### src/hw/lcs_consts.vh
// Constants for the lithium charge cycle sequencer
// How it works
// Each cycle starts with 1mA presence test
// Unstable voltage gets brief charge, range check
// Open thermistor faults; detection fault alert maskable
// Soft-start ramps current DAC, one step/400us
// Charge-time timer from soft-start; overrun faults
// Time fault exits below 35% charge voltage
// Timer cleared on timer or taper termination
// Suspend causes win from every state
// Deep discharge: tenth current, precondition flag
// Leave precharge above 15082, flag CC-CV
// Peak current mode below 2.4V sense
// Iron-phosphate never preconditions
// Iron-phosphate nonzero offset starts absorb phase, flagged
// Absorb target clamped; reaching it flags CV
// Input limits pull current down, flagged
// Absorb ends on time or taper
// CV ends by time, taper, or never
// One-second tick plus 400us ramp tick
`ifndef LCS_CONSTS_VH
`define LCS_CONSTS_VH

`define LCS_CLK_MHZ 50
`define LCS_SEC_US 1000000
`define LCS_RAMP_US 400
`define LCS_DET_SECS 16'h0003
`define LCS_OS_SECS 16'h0002
`define LCS_PRE_ENTER 16'h39E6
`define LCS_PRE_EXIT 16'h3AEA
`define LCS_DET_TOL 16'h0040
`define LCS_OS_MIN 16'h2000
`define LCS_OS_MAX 16'h6000
`define LCS_ABSORB_MAX 5'h1F
`define LCS_PCT35_NUM 5'h07
`define LCS_PCT35_DEN 5'h14
`define LCS_MIN_CURRENT 5'h01

`endif

### src/hw/lcs_ticks.v
// Free-running one-second and soft-start ramp tick generator
`timescale 1ns/1ns
module lcs_ticks #(
  parameter SEC_CYCLES = 50000000,
  parameter RAMP_CYCLES = 20000
) (
  input wire i_clk,
  input wire i_sys_rst,
  output reg o_sec_tick,
  output reg o_ramp_tick
);
  reg [25:0] sec_cnt_q;
  reg [15:0] ramp_cnt_q;

  always @(posedge i_clk or posedge i_sys_rst) begin
    if (i_sys_rst) begin
      sec_cnt_q <= 26'h0000000;
      ramp_cnt_q <= 16'h0000;
      o_sec_tick <= 1'b0;
      o_ramp_tick <= 1'b0;
    end else begin
      o_sec_tick <= (sec_cnt_q == SEC_CYCLES[25:0] - 26'h0000001);
      o_ramp_tick <= (ramp_cnt_q == RAMP_CYCLES[15:0] - 16'h0001);
      if (sec_cnt_q == SEC_CYCLES[25:0] - 26'h0000001) begin
        sec_cnt_q <= 26'h0000000;
      end else begin
        sec_cnt_q <= sec_cnt_q + 26'h0000001;
      end
      if (ramp_cnt_q == RAMP_CYCLES[15:0] - 16'h0001) begin
        ramp_cnt_q <= 16'h0000;
      end else begin
        ramp_cnt_q <= ramp_cnt_q + 16'h0001;
      end
    end
  end
endmodule

### src/hw/lcs_sequencer.v
// Charge cycle state machine for lithium-ion and iron-phosphate packs
`timescale 1ns/1ns
`include "lcs_consts.vh"
module lcs_sequencer #(
  parameter SEC_CYCLES = `LCS_SEC_US * `LCS_CLK_MHZ,
  parameter RAMP_CYCLES = `LCS_RAMP_US * `LCS_CLK_MHZ
) (
  input wire i_clk,
  input wire i_sys_rst,
  input wire i_chem_iron_phosphate,
  input wire i_programmable,
  input wire i_suspend_req,
  input wire i_system_fault,
  input wire i_vin_near_bat,
  input wire i_thermistor_open,
  input wire i_sense_above_2v6,
  input wire i_sense_below_2v4,
  input wire i_cv_reached,
  input wire i_input_limit_hit,
  input wire i_undervoltage_feedback_pin,
  input wire i_det_alert_en,
  input wire i_taper_term_en,
  input wire [15:0] i_filtered_battery_voltage,
  input wire [15:0] i_battery_current_reading,
  input wire [15:0] i_vcharge_reading,
  input wire [15:0] i_taper_threshold,
  input wire [4:0] i_charge_current_target,
  input wire [4:0] i_vcharge_setting,
  input wire [4:0] i_absorb_voltage_offset,
  input wire [15:0] i_max_charge_time,
  input wire [15:0] i_max_cv_time,
  input wire [15:0] i_max_absorb_time,
  output reg [4:0] o_charge_current_dac,
  output reg [4:0] o_vcharge_dac,
  output reg o_detect_load,
  output reg o_charger_on,
  output reg o_peak_current_mode,
  output reg o_precondition_flag,
  output reg o_ccv_phase_flag,
  output reg o_absorb_flag,
  output reg o_constant_voltage_flag,
  output reg o_input_limit_flag,
  output reg o_input_uv_flag,
  output reg o_detect_fault,
  output reg o_battery_open_fault,
  output wire o_detect_alert,
  output reg o_charge_time_fault,
  output reg o_suspended,
  output reg o_terminated
);
  localparam [9:0] ST_SUSP = 10'h001;
  localparam [9:0] ST_DETECT = 10'h002;
  localparam [9:0] ST_OPENSHORT = 10'h004;
  localparam [9:0] ST_SOFT = 10'h008;
  localparam [9:0] ST_PRE = 10'h010;
  localparam [9:0] ST_ABSORB = 10'h020;
  localparam [9:0] ST_CCCV = 10'h040;
  localparam [9:0] ST_TERM = 10'h080;
  localparam [9:0] ST_TFAULT = 10'h100;
  localparam [9:0] ST_DFAULT = 10'h200;

  ////////////////////////////////////////////////////////////////////////
  // Pin synchronisers

  // Comparator and fault pins are asynchronous to the system clock
  reg [7:0] meta_q;
  reg [7:0] pin_q;
  wire fault_s = pin_q[0];
  wire near_s = pin_q[1];
  wire ntc_open_s = pin_q[2];
  wire above_s = pin_q[3];
  wire below_s = pin_q[4];
  wire cv_s = pin_q[5];
  wire iin_s = pin_q[6];
  wire uv_s = pin_q[7];

  always @(posedge i_clk or posedge i_sys_rst) begin
    if (i_sys_rst) begin
      meta_q <= 8'h00;
      pin_q <= 8'h00;
    end else begin
      meta_q <= {i_undervoltage_feedback_pin, i_input_limit_hit, i_cv_reached,
                 i_sense_below_2v4, i_sense_above_2v6, i_thermistor_open,
                 i_vin_near_bat, i_system_fault};
      pin_q <= meta_q;
    end
  end

  ////////////////////////////////////////////////////////////////////////
  // Ticks

  wire sec_tick;
  wire ramp_tick;

  lcs_ticks #(
    .SEC_CYCLES(SEC_CYCLES),
    .RAMP_CYCLES(RAMP_CYCLES)
  ) u_ticks (
    .i_clk(i_clk),
    .i_sys_rst(i_sys_rst),
    .o_sec_tick(sec_tick),
    .o_ramp_tick(ramp_tick)
  );

  ////////////////////////////////////////////////////////////////////////
  // Helpers

  function [15:0] abs_diff;
    input [15:0] a;
    input [15:0] b;
    begin
      abs_diff = (a > b) ? a - b : b - a;
    end
  endfunction

  function in_charge;
    input [9:0] st;
    begin
      in_charge = |(st & (ST_SOFT | ST_PRE | ST_ABSORB | ST_CCCV));
    end
  endfunction

  reg [9:0] state_q;
  reg [9:0] state_d;
  reg [15:0] phase_secs_q;
  reg [16:0] charge_secs_q;
  reg [15:0] cv_secs_q;
  reg [15:0] vbat_start_q;

  wire [15:0] vbat = i_filtered_battery_voltage;
  wire suspend_cause = i_suspend_req | fault_s | near_s;
  wire [4:0] pre_current = i_charge_current_target / 5'h0A;
  // Precharge only once the sense pin is clear of peak current mode
  wire deep_low = ~i_chem_iron_phosphate & (vbat < `LCS_PRE_ENTER) & above_s;
  wire taper_hit = cv_s & (i_battery_current_reading < i_taper_threshold);
  wire taper_term = i_taper_term_en & i_programmable & taper_hit;
  // Iron-phosphate may disable time termination with a zero limit
  wire time_term_en = ~i_chem_iron_phosphate | (i_max_cv_time != 16'h0000);
  wire cv_expired = time_term_en & (cv_secs_q >= i_max_cv_time);
  wire [20:0] vbat_x20 = vbat * `LCS_PCT35_DEN;
  wire [20:0] vchg_x7 = i_vcharge_reading * `LCS_PCT35_NUM;
  wire below_35pct = vbat_x20 < vchg_x7;
  wire timer_over = charge_secs_q > {1'b0, i_max_charge_time};
  wire absorb_req = i_chem_iron_phosphate & (i_absorb_voltage_offset != 5'h00);
  wire [5:0] absorb_sum = {1'b0, i_vcharge_setting} + {1'b0, i_absorb_voltage_offset};
  wire [4:0] absorb_code = (absorb_sum > {1'b0, `LCS_ABSORB_MAX}) ?
                           `LCS_ABSORB_MAX : absorb_sum[4:0];
  wire [4:0] soft_goal = deep_low ? pre_current : i_charge_current_target;

  assign o_detect_alert = o_detect_fault & i_det_alert_en;

  ////////////////////////////////////////////////////////////////////////
  // State machine

  always @* begin
    state_d = state_q;
    case (state_q)
      ST_SUSP: begin
        state_d = ST_DETECT;
      end
      ST_DETECT: begin
        if (ntc_open_s) begin
          state_d = ST_DFAULT;
        end else if (sec_tick && phase_secs_q == `LCS_DET_SECS - 16'h0001) begin
          if (abs_diff(vbat, vbat_start_q) <= `LCS_DET_TOL) begin
            state_d = ST_SOFT;
          end else begin
            state_d = ST_OPENSHORT;
          end
        end
      end
      ST_OPENSHORT: begin
        if (sec_tick && phase_secs_q == `LCS_OS_SECS - 16'h0001) begin
          if (vbat >= `LCS_OS_MIN && vbat <= `LCS_OS_MAX) begin
            state_d = ST_SOFT;
          end else begin
            state_d = ST_DFAULT;
          end
        end
      end
      ST_SOFT: begin
        if (o_charge_current_dac == soft_goal) begin
          if (absorb_req) begin
            state_d = ST_ABSORB;
          end else if (deep_low) begin
            state_d = ST_PRE;
          end else begin
            state_d = ST_CCCV;
          end
        end
      end
      ST_PRE: begin
        if (vbat > `LCS_PRE_EXIT) begin
          state_d = ST_CCCV;
        end
      end
      ST_ABSORB: begin
        if (phase_secs_q >= i_max_absorb_time || taper_hit) begin
          state_d = ST_CCCV;
        end
      end
      ST_CCCV: begin
        if (cv_expired || taper_term) begin
          state_d = ST_TERM;
        end
      end
      ST_TERM: begin
        state_d = ST_TERM;
      end
      ST_TFAULT: begin
        if (below_35pct) begin
          state_d = ST_DETECT;
        end
      end
      ST_DFAULT: begin
        state_d = ST_DFAULT;
      end
      default: begin
        state_d = ST_SUSP;
      end
    endcase
    // Late overrides: safety timer beats phase exits, suspend beats all
    if (in_charge(state_q) && timer_over) begin
      state_d = ST_TFAULT;
    end
    if (suspend_cause) begin
      state_d = ST_SUSP;
    end
  end

  always @(posedge i_clk or posedge i_sys_rst) begin
    if (i_sys_rst) begin
      state_q <= ST_SUSP;
      phase_secs_q <= 16'h0000;
      charge_secs_q <= 17'h00000;
      cv_secs_q <= 16'h0000;
      vbat_start_q <= 16'h0000;
    end else begin
      state_q <= state_d;
      if (state_d != state_q) begin
        phase_secs_q <= 16'h0000;
      end else if (sec_tick && phase_secs_q != 16'hFFFF) begin
        phase_secs_q <= phase_secs_q + 16'h0001;
      end
      if (state_q != ST_DETECT) begin
        vbat_start_q <= vbat;
      end
      // New cycle or termination restarts the safety timer
      if (state_d == ST_DETECT || state_d == ST_TERM) begin
        charge_secs_q <= 17'h00000;
      end else if (in_charge(state_q) && sec_tick && !charge_secs_q[16]) begin
        charge_secs_q <= charge_secs_q + 17'h00001;
      end
      if (state_q != ST_CCCV || !cv_s) begin
        cv_secs_q <= 16'h0000;
      end else if (sec_tick && cv_secs_q != 16'hFFFF) begin
        cv_secs_q <= cv_secs_q + 16'h0001;
      end
    end
  end

  ////////////////////////////////////////////////////////////////////////
  // Current DAC ramp and regulation

  reg [4:0] goal;
  always @* begin
    case (state_q)
      ST_SOFT: goal = soft_goal;
      ST_PRE: goal = pre_current;
      ST_ABSORB: goal = i_charge_current_target;
      ST_CCCV: goal = i_charge_current_target;
      default: goal = 5'h00;
    endcase
  end

  always @(posedge i_clk or posedge i_sys_rst) begin
    if (i_sys_rst) begin
      o_charge_current_dac <= 5'h00;
    end else if (state_q == ST_OPENSHORT) begin
      // Soft-start must begin from zero, not from the check current
      o_charge_current_dac <= (state_d == ST_SOFT) ? 5'h00 : `LCS_MIN_CURRENT;
    end else if (!in_charge(state_q)) begin
      o_charge_current_dac <= 5'h00;
    end else if (ramp_tick) begin
      // Input loops only take current away; they never add any
      if ((iin_s || uv_s) && o_charge_current_dac != 5'h00) begin
        o_charge_current_dac <= o_charge_current_dac - 5'h01;
      end else if (!(iin_s || uv_s) && o_charge_current_dac < goal) begin
        o_charge_current_dac <= o_charge_current_dac + 5'h01;
      end else if (o_charge_current_dac > goal) begin
        o_charge_current_dac <= o_charge_current_dac - 5'h01;
      end
    end
  end

  ////////////////////////////////////////////////////////////////////////
  // Outputs and flags

  always @(posedge i_clk or posedge i_sys_rst) begin
    if (i_sys_rst) begin
      o_vcharge_dac <= 5'h00;
      o_detect_load <= 1'b0;
      o_charger_on <= 1'b0;
      o_peak_current_mode <= 1'b0;
      o_precondition_flag <= 1'b0;
      o_ccv_phase_flag <= 1'b0;
      o_absorb_flag <= 1'b0;
      o_constant_voltage_flag <= 1'b0;
      o_input_limit_flag <= 1'b0;
      o_input_uv_flag <= 1'b0;
      o_detect_fault <= 1'b0;
      o_battery_open_fault <= 1'b0;
      o_charge_time_fault <= 1'b0;
      o_suspended <= 1'b1;
      o_terminated <= 1'b0;
    end else begin
      o_vcharge_dac <= (state_q == ST_ABSORB) ? absorb_code : i_vcharge_setting;
      o_detect_load <= (state_q == ST_DETECT);
      o_charger_on <= in_charge(state_q) || state_q == ST_OPENSHORT;
      // Hysteresis between the two sense thresholds
      if (below_s) begin
        o_peak_current_mode <= 1'b1;
      end else if (above_s) begin
        o_peak_current_mode <= 1'b0;
      end
      o_precondition_flag <= (state_q == ST_PRE);
      o_ccv_phase_flag <= (state_q == ST_CCCV);
      o_absorb_flag <= (state_q == ST_ABSORB);
      o_constant_voltage_flag <= in_charge(state_q) & cv_s;
      o_input_limit_flag <= in_charge(state_q) & iin_s;
      o_input_uv_flag <= in_charge(state_q) & uv_s;
      o_detect_fault <= (state_q == ST_DFAULT);
      // Open fault holds through the fault state, clears once it is left
      if (state_q == ST_DETECT && ntc_open_s) begin
        o_battery_open_fault <= 1'b1;
      end else if (state_q != ST_DFAULT) begin
        o_battery_open_fault <= 1'b0;
      end
      o_charge_time_fault <= (state_q == ST_TFAULT);
      o_suspended <= (state_q == ST_SUSP);
      o_terminated <= (state_q == ST_TERM);
    end
  end
endmodule

### config.mk
export PLATFORM = sky130hd
export DESIGN_NAME = lcs_sequencer
export DESIGN_NICKNAME = d
export VERILOG_FILES = /design/src/hw/lcs_ticks.v /design/src/hw/lcs_sequencer.v
export VERILOG_INCLUDE_DIRS = /design/src /design/src/hw
export SDC_FILE = /design/constraint.sdc
export NUM_CORES = 1
export LEC_CHECK = 0
export BUFFER_PORTS_ARGS = -buffer_cell sky130_fd_sc_hd__buf_2
export CORE_AREA = 3 3 185 187
export DETAILED_ROUTE_END_ITERATION = 10
export DIE_AREA = 0 0 188 190
export GPL_TIMING_DRIVEN = 0
export SLEW_MARGIN = 20
export SYNTH_ARGS = -nofsm -noshare
export SYNTH_HDL_FRONTEND = slang
export SYNTH_SLANG_ARGS = --single-unit
### constraint.sdc
create_clock -name i_clk -period 5.9 [get_ports i_clk]
set_input_delay 0.295 -clock i_clk [delete_from_list [all_inputs] [get_ports i_clk]]
set_output_delay 0.295 -clock i_clk [all_outputs]
set_load 0.01 [all_outputs]
==> out/summary.txt <==
status = completed
vias per cell = 5.15
H-tree lvl count = 4
die width = 188 um
die height = 190 um
Worst path max stage delay = 0.50 ns
delay-heaviest family, CP = compound AO/OA/AOI/OAI gates
CTS Buf Count = 17
achievable frequency = 0.186 GHz
n_diodes = 0
drt pass-1 iters = 4
CP Capture Type = register
first-pass GRT wire length = 52400 um
vias in the first global route = 10.8k
post-synthesis average cell area = 8.75 um^2
DRC Markers = 0
Finished Layout Cells = 2139
Final setup viols = 0
die area = 35700 um^2
pwr dens = 201 nW/um^2
mapped cell area = 13000 um^2
clock-pin slew of the registers on the worst-case setup and hold paths = 0.08 ns
Synth Net Count = 1827
Static Leak = 7.48 nW
initial antenna violation count = 0
core box area = 32600 um^2
Tightest Pin Transition = 0.961 ns
Vias = 11.0k
number of synthesized flops with an enable pin = 0
fraction of registers with async set/reset = 1.00
IO Pins = 167
Slowest cell on crit path = fa_1
Inst Count DP = 2098
worst relative slew slack = 0.352
Root Buffer Master = clkbuf_16
startpoint class of the critical path = input port
Slew Limit Fails = 0
Synth Instances = 1489
skew final = 0.0181 ns
nets@finish = 2022
gr usage total = 0.176
Hold/Removal Path Class = in2reg
PortBufs = 165
WL final = 31300 um
post-synthesis register bit count = 159
yosys warns = 0
DR WL/cell = 14.6 um
CTS tree = yes
area growth from synthesis to layout = 16.5%
Worst EP arrival = 5.68 ns
clock buffer depth = 2
most used cell, CP = o21ai_0
DP HPWL = 25000 um
Max IR drop VDD = 194 uV
GP Congestion = 0.824
register area share after synthesis = 0.305
Buf+Inv Stages, Crit Path = 2
Place WS = -0.174 ns
CP max FO = 10
Final TNS setup = 0 ns
fin crit period = 5.37 ns
max cap viols = 0
Worst-Skew Late Latency = 0.44 ns
RSZ-0062 raised after global routing = no
Worst EP required = 6.21 ns
Final Hold Vio Count = 0
initial drt markers = 663
top_reg_cell synth = dfrtp_1
largest net degree at the start of global routing = 98
CTS Sinks = 159
ratio of cells with drive above 1 in the final layout = 0.145
PnR worst setup slack = 0.530 ns
Final ANT Viol Nets = 0
Setup CP Type = in2reg
Tcrit/Tclk final = 0.910
grt ovf = 0
Initial Util = 0.400
row count = 66
synth unique cells = 85
[flip-flops by register name, summed over array words and instances (netlist names), 5 cells and up]
signal	count
charge_secs_q	17
cv_secs_q	16
meta_q	8
o_charge_current_dac	5
o_vcharge_dac	5
phase_secs_q	16
pin_q	8
state_q	10
u_ticks.ramp_cnt_q	16
u_ticks.sec_cnt_q	26
vbat_start_q	16
[what timing repair did]
item                                    4_1_cts  5_1_grt
buffers inserted                              0        0
resized for setup                             0        2
endpoints found under the setup margin        0       21
hold endpoints to repair                     69        0
hold buffers                                  9        0
[cells by family after synthesis]
kind of cell,synth area share
AND/OR/NAND/NOR,0.193
AO/OA/AOI/OAI,0.163
XOR/XNOR,0.0773
multiplexers,0.00787
flip-flops,0.305
adder cells (fa/ha/maj),0.199
buffers and inverters,0.0547
[report_power, final]
part           switching [mW]  internal, mW  total, mW
Combinational           0.429         0.346      0.775
Clock                   0.546         0.613       1.16
Sequential            0.00969          1.11       1.12
Total                   0.985          2.07       3.05
[routing by layer]
metal / global-route usage / part of all wire / up-vias
met5: 0 / 0 / -
met4: 0.0442 / 0.015 / 0
met3: 0.0269 / 0.032 / 35
met2: 0.286 / 0.46 / 174
met1: 0.247 / 0.50 / 5199
li1: - / - / 5618
[layout make-up]
class | instances | area, um^2
clock buffers | 17 | 425
clock inverters | 15 | 193
fillers | 3169 | 17400
well taps | 442 | 553
repair buffers | 176 | 948
inverters | 154 | 586
multi-input cells | 1146 | 8360
plain buffers | 30 | 135
flip-flops and latches | 159 | 3980
[synth_stat cells, types with 5 or more instances]
library cell,number,area (um^2)
a211o_1,9,78.8
a211oi_1,13,97.6
a21boi_0,5,37.5
a21o_1,30,225
a21oi_1,82,410
a31oi_1,8,50.1
and2_1,12,75.1
and3_1,15,93.8
buf_2,6,30.0
clkbuf_1,19,71.3
dfrtp_1,157,3930
fa_1,18,360
ha_1,178,2230
inv_1,154,578
mux2i_1,8,80.1
nand2_1,100,375
nand2b_1,19,119
nand3_1,47,235
nand4_1,36,225
nor2_1,149,559
nor2b_1,22,138
nor3_1,27,135
nor4_1,15,93.8
nor4b_1,5,43.8
o2111ai_1,6,52.6
o211ai_1,8,60.1
o21a_1,19,143
o21ai_0,80,400
o21bai_1,5,37.5
or2_2,7,43.8
or3_1,21,131
or4_1,6,45.0
xnor2_1,63,552
xor2_1,52,455
[worst reg2reg max path, stage by stage, from the launching register on]
cell and delay, ns:
dfrtp_1 0.38, clkbuf_1 0.22, nor3_1 0.35, nand2_1 0.22, nor3_1 0.43, nand2b_1 0.13, nor4_1 0.25, nor2_1 0.13
nor2_1 0.11, a21oi_1 0.05, ha_1 0.31, nor2b_1 0.14, o21a_1 0.11, o21ai_0 0.06, nand2b_1 0.07, a21oi_1 0.07
and2_1 0.15, clkbuf_1 0.17, o31ai_1 0.73, a21oi_1 0.13, xnor2_1 0.18, nor2_1 0.05
[final timing paths]
check	to	startpoint	depth (start not counted)	slack (ns)
min in group asynchronous	o_vcharge_dac[3]	i_sys_rst	3	0.43
max in group asynchronous	o_suspended	i_sys_rst	4	4.59
setup reg to reg	o_charge_current_dac[3]	state_q[1]	21	1.33
setup / recovery	charge_secs_q[8]	i_vcharge_reading[1]	26	0.53
hold reg to reg	pin_q[5]	meta_q[5]	0	0.34
hold / removal	o_vcharge_dac[0]	i_vcharge_setting[0]	2	0.11
[per-stage QoR]
step           utilization  area, um^2  power (mW)  hold WS [ns]
6_report             0.466       15200        3.05         0.107
5_1_grt              0.466       15200        3.25         0.109
4_1_cts              0.465       15200        3.09        0.0866
3_5_place_dp         0.443       14500        1.91         0.335
3_3_place_gp         0.442       14400        1.89         0.333
2_1_floorplan            -       13000        1.70         0.326
[cells in the final DEF (no fill, tap or decap), types with 6 or more instances in the layout]
cell type / netlist / final
ha_1: 178 / 178
buf_2: 6 / 172
dfrtp_1: 157 / 157
inv_1: 154 / 153
nor2_1: 149 / 149
nand2_1: 100 / 100
a21oi_1: 82 / 82
o21ai_0: 80 / 80
xnor2_1: 63 / 63
xor2_1: 52 / 52
nand3_1: 47 / 47
nand4_1: 36 / 36
a21o_1: 30 / 30
nor3_1: 27 / 27
nor2b_1: 22 / 22
or3_1: 21 / 21
clkbuf_1: 19 / 19
nand2b_1: 19 / 19
o21a_1: 19 / 19
fa_1: 18 / 18
clkbuf_16: 0 / 17
and3_1: 15 / 15
nor4_1: 15 / 14
a211oi_1: 13 / 13
and2_1: 12 / 12
a211o_1: 9 / 9
dlygate4sd3_1: 0 / 9
o211ai_1: 8 / 8
mux2i_1: 8 / 8
a31oi_1: 8 / 7
or2_2: 7 / 7
or4_1: 6 / 6
inv_8: 0 / 6
Power figures use the tool's default switching activity.
